$ cat src/rtl/mrid_pkg.sv
// Package with constants and types of the instruction decoder.
package mrid_pkg;
   // ------------------------------------------------------------
   // File register map
   // ------------------------------------------------------------
   localparam logic [6:0] MRID_ADR_TIMER = 7'h01;
   localparam logic [6:0] MRID_ADR_STATUS = 7'h03;
   localparam logic [6:0] MRID_ADR_GPIO = 7'h05;
   localparam logic [6:0] MRID_ADR_PCHI = 7'h0a;
   localparam logic [6:0] MRID_ADR_IRQCTL = 7'h0b;
   // ------------------------------------------------------------
   // Field positions
   // ------------------------------------------------------------
   localparam int MRID_BIT_C = 0;
   localparam int MRID_BIT_DC = 1;
   localparam int MRID_BIT_Z = 2;
   localparam int MRID_BIT_PD = 3;
   localparam int MRID_BIT_TO = 4;
   localparam int MRID_BIT_GIE = 7;
   localparam int MRID_CTRL_RUN = 0;
   localparam int MRID_CTRL_PSA = 1;
   // ------------------------------------------------------------
   // Reset values
   // ------------------------------------------------------------
   localparam logic [7:0] MRID_STATUS_RST = 8'h18;
   localparam logic [1:0] MRID_CTRL_RST = 2'h0;
   localparam logic [12:0] MRID_PC_RST = 13'h0000;
   // ------------------------------------------------------------
   // Fixed instruction words
   // ------------------------------------------------------------
   localparam logic [13:0] MRID_OP_RETURN = 14'h0008;
   localparam logic [13:0] MRID_OP_RETIRQ = 14'h0009;
   localparam logic [13:0] MRID_OP_SLEEP = 14'h0063;
   localparam logic [13:0] MRID_OP_WDCLR = 14'h0064;
   // ------------------------------------------------------------
   // Wishbone register offsets
   // ------------------------------------------------------------
   localparam logic [7:0] MRID_WB_CTRL = 8'h00;
   localparam logic [7:0] MRID_WB_WREG = 8'h04;
   localparam logic [7:0] MRID_WB_CORE = 8'h08;
   localparam logic [7:0] MRID_WB_WDOG = 8'h0c;
   // ------------------------------------------------------------
   // Timing
   // ------------------------------------------------------------
   localparam int MRID_CLK_PER_ICYCLE = 4;
   typedef enum logic [1:0] {MRID_Q1, MRID_Q2, MRID_Q3, MRID_Q4} mrid_phase_t;
endpackage : mrid_pkg

$ cat src/rtl/mrid_core.sv
// Instruction decoder and executor for the 14-bit mid-range instruction set.
//
// The register offsets and the Wishbone interface to the registers were decided locally.
`timescale 1ns/1ps
module mrid_core #(
   parameter int STACK_DEPTH = 8
) (
   input wire logic clk_i,
   input wire logic rst_i,
   input wire logic ce_i,
   input wire logic [13:0] instr_i,
   input wire logic [7:0] gpio_pins_i,
   input wire logic wake_i,
   input wire logic wb_cyc_i,
   input wire logic wb_stb_i,
   input wire logic wb_we_i,
   input wire logic [7:0] wb_adr_i,
   input wire logic [3:0] wb_sel_i,
   input wire logic [31:0] wb_dat_i,
   output logic [31:0] wb_dat_o,
   output logic wb_ack_o,
   output logic [12:0] pc_o,
   output logic [7:0] gpio_o,
   output logic gpio_read_o,
   output logic presc_clr_o,
   output logic sleeping_o
);
   localparam int SPW = $clog2(STACK_DEPTH);

   typedef struct packed {
      mrid_pkg::mrid_phase_t phase;
      logic [127:0][7:0] fr;
      logic [7:0] w;
      logic [12:0] pc;
      logic [STACK_DEPTH-1:0][12:0] stk;
      logic [SPW-1:0] sp;
      logic nop_next;
      logic hold_pc;
      logic sleeping;
      logic [7:0] wdt;
      logic [7:0] wdt_pre;
      logic [1:0] ctrl;
      logic ack;
      logic [31:0] rdat;
      logic gpio_rd;
      logic presc_clr;
   } mrid_state_t;

   mrid_state_t s_q;
   mrid_state_t s_d;

   logic [6:0] fadr;
   logic [7:0] fval;
   logic [7:0] res;
   logic [8:0] sum9;
   logic [4:0] sum5;
   logic [7:0] st;
   logic wr_w;
   logic wr_f;
   logic skip;
   logic jump;
   logic file_op;

   // ------------------------------------------------------------
   // Next state
   // ------------------------------------------------------------
   always_comb begin
      s_d = s_q;
      s_d.ack = 1'b0;
      s_d.gpio_rd = 1'b0;
      s_d.presc_clr = 1'b0;
      fadr = instr_i[6:0];
      // Pin levels feed every read of the port register.
      fval = (fadr == mrid_pkg::MRID_ADR_GPIO) ? gpio_pins_i : s_q.fr[fadr];
      res = 8'h00;
      sum9 = 9'h000;
      sum5 = 5'h00;
      st = s_q.fr[mrid_pkg::MRID_ADR_STATUS];
      wr_w = 1'b0;
      wr_f = 1'b0;
      skip = 1'b0;
      jump = 1'b0;
      file_op = 1'b0;

      // ------------------------------------------------------------
      // Register bus
      // ------------------------------------------------------------
      if (wb_cyc_i && wb_stb_i && !s_q.ack) begin
         s_d.ack = 1'b1;
         if (wb_we_i && wb_sel_i[0] && wb_adr_i == mrid_pkg::MRID_WB_CTRL) begin
            s_d.ctrl = wb_dat_i[1:0];
         end
         case (wb_adr_i)
            mrid_pkg::MRID_WB_CTRL: s_d.rdat = {30'h0, s_q.ctrl};
            mrid_pkg::MRID_WB_WREG: s_d.rdat = {24'h0, s_q.w};
            mrid_pkg::MRID_WB_CORE: s_d.rdat = {2'h0, s_q.sleeping, s_q.pc, 8'h0, st};
            mrid_pkg::MRID_WB_WDOG: s_d.rdat = {16'h0, s_q.wdt_pre, s_q.wdt};
            default: s_d.rdat = 32'h0;
         endcase
      end

      // ------------------------------------------------------------
      // Instruction execution
      // ------------------------------------------------------------
      if (s_q.ctrl[mrid_pkg::MRID_CTRL_RUN]) begin
         if (s_q.sleeping) begin
            if (wake_i) begin
               s_d.sleeping = 1'b0;
               s_d.wdt = 8'h00;
               s_d.wdt_pre = 8'h00;
            end
         end else begin
            case (s_q.phase)
               mrid_pkg::MRID_Q1: s_d.phase = mrid_pkg::MRID_Q2;
               mrid_pkg::MRID_Q2: s_d.phase = mrid_pkg::MRID_Q3;
               mrid_pkg::MRID_Q3: s_d.phase = mrid_pkg::MRID_Q4;
               default: s_d.phase = mrid_pkg::MRID_Q1;
            endcase
         end
         if (!s_q.sleeping && s_q.phase == mrid_pkg::MRID_Q4) begin
            s_d.wdt_pre = s_q.wdt_pre + 8'h01;
            if (s_q.wdt_pre == 8'hff) begin
               s_d.wdt = s_q.wdt + 8'h01;
            end
            // A taken jump already holds its target, so only a skip steps past the dropped word.
            s_d.pc = s_q.hold_pc ? s_q.pc : s_q.pc + 13'h0001;
            s_d.nop_next = 1'b0;
            s_d.hold_pc = 1'b0;
            if (!s_q.nop_next) begin
               case (instr_i[13:12])
                  2'b00: begin
                     // Clearing the working register names no file, so it reads none.
                     file_op = (instr_i[11:8] != 4'h0 && instr_i[11:8] != 4'h1) || instr_i[7];
                     case (instr_i[11:8])
                        4'h0: begin
                           if (instr_i[7]) begin
                              res = s_q.w;
                              wr_f = 1'b1;
                           end else if (instr_i == mrid_pkg::MRID_OP_RETURN) begin
                              jump = 1'b1;
                           end else if (instr_i == mrid_pkg::MRID_OP_RETIRQ) begin
                              jump = 1'b1;
                              s_d.fr[mrid_pkg::MRID_ADR_IRQCTL][mrid_pkg::MRID_BIT_GIE] =
                                 1'b1;
                           end else if (instr_i == mrid_pkg::MRID_OP_SLEEP) begin
                              s_d.wdt = 8'h00;
                              s_d.wdt_pre = 8'h00;
                              st[mrid_pkg::MRID_BIT_TO] = 1'b1;
                              st[mrid_pkg::MRID_BIT_PD] = 1'b0;
                              s_d.sleeping = 1'b1;
                           end else if (instr_i == mrid_pkg::MRID_OP_WDCLR) begin
                              s_d.wdt = 8'h00;
                              s_d.wdt_pre = 8'h00;
                              st[mrid_pkg::MRID_BIT_TO] = 1'b1;
                              st[mrid_pkg::MRID_BIT_PD] = 1'b1;
                           end
                        end
                        4'h1: begin
                           res = 8'h00;
                           wr_f = instr_i[7];
                           wr_w = !instr_i[7];
                           st[mrid_pkg::MRID_BIT_Z] = 1'b1;
                        end
                        4'h2, 4'h7: begin
                           if (instr_i[11:8] == 4'h7) begin
                              sum9 = {1'b0, fval} + {1'b0, s_q.w};
                              sum5 = {1'b0, fval[3:0]} + {1'b0, s_q.w[3:0]};
                           end else begin
                              sum9 = {1'b0, fval} + {1'b0, ~s_q.w} + 9'h001;
                              sum5 = {1'b0, fval[3:0]} + {1'b0, ~s_q.w[3:0]} + 5'h01;
                           end
                           res = sum9[7:0];
                           st[mrid_pkg::MRID_BIT_C] = sum9[8];
                           st[mrid_pkg::MRID_BIT_DC] = sum5[4];
                           st[mrid_pkg::MRID_BIT_Z] = (sum9[7:0] == 8'h00);
                        end
                        4'h3, 4'h9, 4'ha, 4'h8: begin
                           case (instr_i[11:8])
                              4'h3: res = fval - 8'h01;
                              4'h9: res = ~fval;
                              4'ha: res = fval + 8'h01;
                              default: res = fval;
                           endcase
                           st[mrid_pkg::MRID_BIT_Z] = (res == 8'h00);
                        end
                        4'h4, 4'h5, 4'h6: begin
                           case (instr_i[11:8])
                              4'h4: res = s_q.w | fval;
                              4'h5: res = s_q.w & fval;
                              default: res = s_q.w ^ fval;
                           endcase
                           st[mrid_pkg::MRID_BIT_Z] = (res == 8'h00);
                        end
                        4'hb, 4'hf: begin
                           res = (instr_i[11:8] == 4'hb) ? fval - 8'h01 : fval + 8'h01;
                           skip = (res == 8'h00);
                        end
                        4'hc: begin
                           res = {st[mrid_pkg::MRID_BIT_C], fval[7:1]};
                           st[mrid_pkg::MRID_BIT_C] = fval[0];
                        end
                        4'hd: begin
                           res = {fval[6:0], st[mrid_pkg::MRID_BIT_C]};
                           st[mrid_pkg::MRID_BIT_C] = fval[7];
                        end
                        default: res = {fval[3:0], fval[7:4]};
                     endcase
                     if (instr_i[11:8] > 4'h1) begin
                        wr_f = instr_i[7];
                        wr_w = !instr_i[7];
                     end
                  end
                  2'b01: begin
                     file_op = 1'b1;
                     res = fval;
                     case (instr_i[11:10])
                        2'b00: begin
                           res[instr_i[9:7]] = 1'b0;
                           wr_f = 1'b1;
                        end
                        2'b01: begin
                           res[instr_i[9:7]] = 1'b1;
                           wr_f = 1'b1;
                        end
                        2'b10: skip = !fval[instr_i[9:7]];
                        default: skip = fval[instr_i[9:7]];
                     endcase
                  end
                  2'b10: begin
                     jump = 1'b1;
                     s_d.pc = {s_q.fr[mrid_pkg::MRID_ADR_PCHI][4:3], instr_i[10:0]};
                     if (!instr_i[11]) begin
                        s_d.stk[s_q.sp] = s_q.pc + 13'h0001;
                        s_d.sp = s_q.sp + 1'b1;
                     end
                  end
                  default: begin
                     wr_w = 1'b1;
                     casez (instr_i[11:8])
                        4'b00??: res = instr_i[7:0];
                        4'b01??: begin
                           res = instr_i[7:0];
                           jump = 1'b1;
                        end
                        4'b1000: begin
                           res = s_q.w | instr_i[7:0];
                           st[mrid_pkg::MRID_BIT_Z] = (res == 8'h00);
                        end
                        4'b1001: begin
                           res = s_q.w & instr_i[7:0];
                           st[mrid_pkg::MRID_BIT_Z] = (res == 8'h00);
                        end
                        4'b1010: begin
                           res = s_q.w ^ instr_i[7:0];
                           st[mrid_pkg::MRID_BIT_Z] = (res == 8'h00);
                        end
                        4'b11??: begin
                           if (instr_i[9]) begin
                              sum9 = {1'b0, instr_i[7:0]} + {1'b0, s_q.w};
                              sum5 = {1'b0, instr_i[3:0]} + {1'b0, s_q.w[3:0]};
                           end else begin
                              sum9 = {1'b0, instr_i[7:0]} + {1'b0, ~s_q.w} + 9'h001;
                              sum5 = {1'b0, instr_i[3:0]} + {1'b0, ~s_q.w[3:0]} + 5'h01;
                           end
                           res = sum9[7:0];
                           st[mrid_pkg::MRID_BIT_C] = sum9[8];
                           st[mrid_pkg::MRID_BIT_DC] = sum5[4];
                           st[mrid_pkg::MRID_BIT_Z] = (sum9[7:0] == 8'h00);
                        end
                        default: wr_w = 1'b0;
                     endcase
                  end
               endcase
               // Returns pop the stack into the program counter.
               if (jump && instr_i[13:12] != 2'b10) begin
                  s_d.sp = s_q.sp - 1'b1;
                  s_d.pc = s_q.stk[s_q.sp - 1'b1];
               end
               if (file_op && fadr == mrid_pkg::MRID_ADR_GPIO) begin
                  s_d.gpio_rd = 1'b1;
               end
               if (wr_w) begin
                  s_d.w = res;
               end
               if (wr_f) begin
                  s_d.fr[fadr] = res;
                  if (fadr == mrid_pkg::MRID_ADR_TIMER) begin
                     s_d.presc_clr = s_q.ctrl[mrid_pkg::MRID_CTRL_PSA];
                  end
               end
               if (!(wr_f && fadr == mrid_pkg::MRID_ADR_STATUS)) begin
                  s_d.fr[mrid_pkg::MRID_ADR_STATUS] = st;
               end
               s_d.nop_next = skip || jump;
               s_d.hold_pc = jump;
            end
         end
      end
   end

   // ------------------------------------------------------------
   // State register
   // ------------------------------------------------------------
   always_ff @(posedge clk_i) begin
      if (rst_i) begin
         s_q <= '0;
         s_q.phase <= mrid_pkg::MRID_Q1;
         s_q.pc <= mrid_pkg::MRID_PC_RST;
         s_q.ctrl <= mrid_pkg::MRID_CTRL_RST;
         s_q.fr[mrid_pkg::MRID_ADR_STATUS] <= mrid_pkg::MRID_STATUS_RST;
      end else if (ce_i) begin
         s_q <= s_d;
      end
   end

   assign wb_dat_o = s_q.rdat;
   assign wb_ack_o = s_q.ack;
   assign pc_o = s_q.pc;
   assign gpio_o = s_q.fr[mrid_pkg::MRID_ADR_GPIO];
   assign gpio_read_o = s_q.gpio_rd;
   assign presc_clr_o = s_q.presc_clr;
   assign sleeping_o = s_q.sleeping;
endmodule : mrid_core

$ cat config.mk
export PLATFORM = sky130hd
export DESIGN_NAME = mrid_core
export DESIGN_NICKNAME = d
export VERILOG_FILES = /design/src/rtl/mrid_pkg.sv /design/src/rtl/mrid_core.sv
export SDC_FILE = /design/constraint.sdc
export NUM_CORES = 2
export LEC_CHECK = 0
export BUFFER_PORTS_ARGS = -buffer_cell sky130_fd_sc_hd__buf_2
export CORE_ASPECT_RATIO = 1.4
export CORE_UTILIZATION = 30
export DETAILED_ROUTE_END_ITERATION = 7
export SLEW_MARGIN = 20
export SYNTH_ARGS = -nofsm -noshare
export SYNTH_HDL_FRONTEND = slang
export SYNTH_SLANG_ARGS = --single-unit
export TNS_END_PERCENT = 30
$ cat constraint.sdc
create_clock -name clk_i -period 6.9 [get_ports clk_i]
set_clock_uncertainty 0.2 [all_clocks]
set_input_delay 0.69 -clock clk_i [delete_from_list [all_inputs] [get_ports clk_i]]
set_output_delay 0.69 -clock clk_i [all_outputs]
set_load 0.01 [all_outputs]
# Word level (Yosys, flattened, before mapping)
# Index checks and enable logic that the tools add are counted.
# totals
regBits	1210
output_inout_bits	57
# classes
n_addsub	19
n_lt_le_gt_ge	8
eq_ne	44
mux	134
n_bitwise	15
n_reduce_logical	64
# op_table
op	n
$bwmux W1024	1
$mux W8	19
$mux W139	1
$mux W17	8
$mux W120	1
$pmux W30 S4	1
$mux W9	12
$mux W107	1
$bwmux W104	1
$mux W96	1
$logic_not A8 Y1	9
$pmux W8 S8	1
$bmux W8 S7	1
$demux W8 S7	1
$mux W13	4
$pmux W8 S3	2
$mux W1	42
$pmux W8 S5	1
$bmux W13 S3	1
$demux W13 S3	1
$add A8 B8 Y9	4
$mux W33	1
$mux W16	2
$pmux W8 S2	2
other kinds (69)	166

# Longest topological paths before layout
# depth
ltp_word	19
depth_mapped	27
mapped_depth_nobuf	20

# Worst setup path before layout
# Ideal clock, no wire load.
# synth_timing
path_kind	input to register
from	input port instr_i[0]
to	register s_q[209] in the netlist's numbering
arrival_ns	5.312
required_time_ns	6.566
setup_slack_ns	1.254
stages	22
path_buffers	7
path_cell_list	buf_4 buf_2 buf_2 mux4_2 a22oi_1 a21oi_1 nor3_1 a31oi_1 clkbuf_1 inv_1 ha_1 inv_1 fa_1 o211ai_1 o211ai_1 a221o_1 o221ai_1 a221o_1 clkbuf_1 clkbuf_1 clkbuf_1 o22ai_1
# synth_between
elab_chain_cells	19
elab_cells_between_ends	76
cone_classes	add/sub (14); order compare (2); eq/ne (5); mux (45); bitwise (6); reduce/logical (4)
# synth_lines
item	line_no	text
from (decl)	mrid_core.sv:11	input wire logic [13:0] instr_i,
$bmux W8 S7	mrid_core.sv:74	fval = (fadr == mrid_pkg::MRID_ADR_GPIO) ? gpio_pins_i : s_q.fr[fadr];
$mux W8 (implied by the code)	mrid_core.sv:74	
$mux W8	mrid_core.sv:74	
$add A8 B8 Y9	mrid_core.sv:169	sum9 = {1'b0, fval} + {1'b0, ~s_q.w} + 9'h001;
$add A9 B1 Y9	mrid_core.sv:169	
$mux W9	mrid_core.sv:165	if (instr_i[11:8] == 4'h7) begin
$mux W9	mrid_core.sv:134	case (instr_i[11:8])
$mux W9	mrid_core.sv:130	case (instr_i[13:12])
(+3 left out)	--	
$pmux W8 S8	mrid_core.sv:134	
$pmux W8 S3	mrid_core.sv:130	
$mux W8	mrid_core.sv:129	if (!s_q.nop_next) begin
$mux W8	mrid_core.sv:120	if (!s_q.sleeping && s_q.phase == mrid_pkg::MRID_Q4) begin
$mux W8	mrid_core.sv:105	if (s_q.ctrl[mrid_pkg::MRID_CTRL_RUN]) begin
$bwmux W1024	mrid_core.sv:286	s_d.fr[fadr] = res;
$mux W96	mrid_core.sv:285	if (wr_f) begin
$mux W5	mrid_core.sv:291	if (!(wr_f && fadr == mrid_pkg::MRID_ADR_STATUS)) begin
to (decl)	mrid_core.sv:49	mrid_state_t s_q;
# Several ways; a longest one is shown, not always the timed one. The select of a mux whose other input is x is not followed.
# A chain may end at the register's enable or synchronous reset.

# Worst setup path after layout
# layout_timing
from	input port instr_i[2]
to	register s_q[844] in the netlist's numbering
# layout_between
elab_chain_cells	17
elab_cells_between_ends	56
cone_classes	add/sub (8); order compare (2); eq/ne (1); mux (38); bitwise (6); reduce/logical (1)
# layout_lines
item	line_no
$bmux W8 S7	mrid_core.sv:74
$mux W8 (implied by the code)	mrid_core.sv:74
$mux W8	mrid_core.sv:74
$add A8 B8 Y9	mrid_core.sv:169
$add A9 B1 Y9	mrid_core.sv:169
$mux W9	mrid_core.sv:165
$mux W9	mrid_core.sv:134
$mux W9	mrid_core.sv:130
$mux W9	mrid_core.sv:129
$mux W9	mrid_core.sv:120
$mux W9	mrid_core.sv:105
$pmux W8 S8	mrid_core.sv:134
$pmux W8 S3	mrid_core.sv:130
$mux W8	mrid_core.sv:129
$mux W8	mrid_core.sv:120
$mux W8	mrid_core.sv:105
$bwmux W1024 *	mrid_core.sv:286
# Mark *: on every way between the ends. The rest lies on a longest branch, timed or not. The select of a mux whose other input is x is not followed.

==> results.cfg <==
[timing]
grt_setup_unrepaired = no
maxSlewViolCount = 0
worst_pin_slew_ns = 1.19
fin_ws_ns = 0.821
fmax_ghz = 0.165
hold_viol = 0
max_slew_margin_pct = 20.2
setup_viol = 0
min_period_ns = 6.08
finalCritPeriodShare_pct = 88.1
tns_ns = 0

[yosys]
synth_common_cells = 1208 x dfxtp_1, 770 x nand2_1, 682 x o21ai_0
seq_area_frac_synth_pct = 40.5
synth_top_area_cell = dfxtp_1
synth_most_common_cell = dfxtp_1
syn_area_sq_mm = 0.0597
synthDistinctLibCells = 91
yosys-top-cells-area = dfxtp_1 41%, mux4_2 9.4%, o21ai_0 5.7%
async_flop_share_pct = 0
yosys.area.top_type_share_pct = 40.5
ys_warn_count = 0
synth_seq_cells = 1208
synth_ff_type = dfxtp_1
synth_edf_count = 0
avgSynthCellArea_sq_um = 8.69
syn_inst = 6865

[outcome]
status = finished with violations
violations = DRC

[pwr]
ir_worst_vdd_v = 0.000277
power.total_uw = 15900
combPwrFrac_pct = 9.0
intPower_uw = 11900
clock_power_share_pct = 47.1
pwr-share-seq_pct = 43.9
p_switching_uw = 4040
switching_share_pct = 25.4
p_per_area_mw_per_mm2 = 231
power.leakage_uw = 0.0236

[die]
coreArea_sq_mm = 0.198
die_x_um = 379
initial_core_util_pct = 30.2
die_h_um = 530
die-area_sq_mm = 0.201
io_pins = 130
row_count = 193

[routing]
wl_per_cell_um = 23.6
routed_wl_mm = 223
drc_errors = 12
dr_total_vias = 54760
drt_iter0_drc = 6091
first_pass_iters = 8
routed_via_density = 5.78
postRouteAntennaNets = 0

[worst_setup_path]
path_max_fanout = 59
ff2ff_setup_slack_ns = 1.30
critPathArrivalTime_ns = 6.48
cp-start-kind = primary input
critPathKind = primary input to register
end_kind = register
worstPathRequired_ns = 7.30

[placement]
dp_hpwl_mm = 154
portBuffers = 94
gp_congestion = 0.957
pre_cts_slack_ns = 0.231
placed_cell_area_sq_mm = 0.0641

[global_route]
grt_pass1_wl_mm = 331
grt_util_all_layers_pct = 21.5
grt_pass1_vias = 52031
antenna_found_initial = 5
grt-ovfl-total = 0
grt_max_degree = 198

[clocking]
htreeDepth = 4
cts_tree = built
cts_resized = 0
cts.clk_slew.worst_paths_ns = 0.06
worstSkewPairLatency_ns = 0.79
cts_made_buffers = 134
clockBufferDepth = 3
cts-root-buf = clkbuf_16
clock-sinks = 1208

[layout]
drive_gt1_share_pct = 15.3
design_area_sq_mm = 0.0688
register_area_sq_mm = 0.0242
final_util_pct = 34.8
finalNetCount = 6883
areaGrowthSynthToFinish_pct = 15.3
multi_input_area_sq_mm = 0.0321
fillers = 20205

[flow_run]
cap_violations = 0

[worst_hold_path]
hold_class = primary input to register
metrics by stage:
step           hold slack [ns]  cells
2_1_floorplan            0.229   6866
3_3_place_gp             0.238   9231
3_5_place_dp             0.245   9231
4_1_cts                 0.0392   9471
5_1_grt                 0.0795   9472
6_report                0.0810   9473
layer usage:
metal	part of all wire (%)	wire length, um	track usage [%]
met1	38	84700	25.3
met2	47	106000	35.5
met3	7.3	16300	3.75
met4	7.4	16600	14.9
met5	0.013	28	0
worst max-delay path, stage by stage:
cell and delay [ns]:
buf_2 0.58, and2_2 0.60, buf_4 0.34, a22oi_1 0.15, a21oi_1 0.39, nor3_1 0.15
a31oi_1 0.17, buf_4 0.17, ha_1 0.16, inv_1 0.06, fa_1 0.39, nor2b_1 0.17
o21ai_0 0.13, a21boi_0 0.28, nor3_1 0.09, a21oi_1 0.25, o221ai_1 0.21, a221oi_1 0.24
buf_4 0.17, o221ai_1 0.22, a21oi_4 0.33, buf_12 0.29, a211oi_1 0.14
power by group through the flow:
stage               registers, uW  clock network [uW]  logic [uW]
detailed placement           7130                   0        1390
finish                       6970                7490        1430
CTS                          6970                7560        1390
floorplan                    7130                   0         778
global route                 6970                7850        1480
global placement             7130                   0        1380
cell type report:
class,count,share of cell area (%)
Tap cell,2632,4.79
Antenna cell,2,0.00728
Sequential cell,1208,35.2
Multi-Input combinational cell,4852,46.7
Clock inverter,41,0.863
Timing Repair Buffer,485,6.40
Clock buffer,197,5.80
Inverter,56,0.317
registers in the layout (all words and copies together) (netlist names):
| name | cells |
|---|---|
| gpio_o | 8 |
| gpio_read_o | 1 |
| pc_o | 13 |
| presc_clr_o | 1 |
| s_q | 1153 |
| sleeping_o | 1 |
| wb_ack_o | 1 |
| wb_dat_o | 30 |
final timing paths:
path	start	end	cells past startpoint
worst max-delay path	instr_i[2]	s_q[844]	23
worst min-delay path	wake_i	sleeping_o	4
worst max register to register	s_q[594]	s_q[282]	23
worst min register to register	s_q[407]	s_q[407]	2
repair_timing:
| item | in CTS | in global routing |
|---|---|---|
| buffers inserted | 0 | 0 |
| hold endpoints to repair | 2 | 0 |
| hold buffers | 2 | 0 |
layout by cell type (no fill, tap or decap), types with 49 or more instances in the layout:
master and instances:
nand2_1 770, nor3_1 269, o21ai_0 682, nor2_1 642, mux2i_1 214, dfxtp_1 1207
a211oi_1 411, a22oi_1 96, a21oi_1 591, buf_2 90, nand3_1 193, ha_1 69
buf_4 312, buf_12 76, clkbuf_16 139, a32oi_1 131, inv_1 49, mux4_2 249
cells by family (layout without fill, tap and decap cells):
group	Yosys count	in the layout	share of synthesized area, %
AOI/OAI and AO/OA	2157	2157	22.4
xor gates and xnor gates	50	50	0.734
adders and majority gates	73	73	1.58
buffers and inverters	806	779	6.10
DFF	1208	1208	40.5
muxes	500	500	13.7
other	1	4	0.00629
and+or+nand+nor	2070	2070	15.0
(Power assumes the default switching activity.)
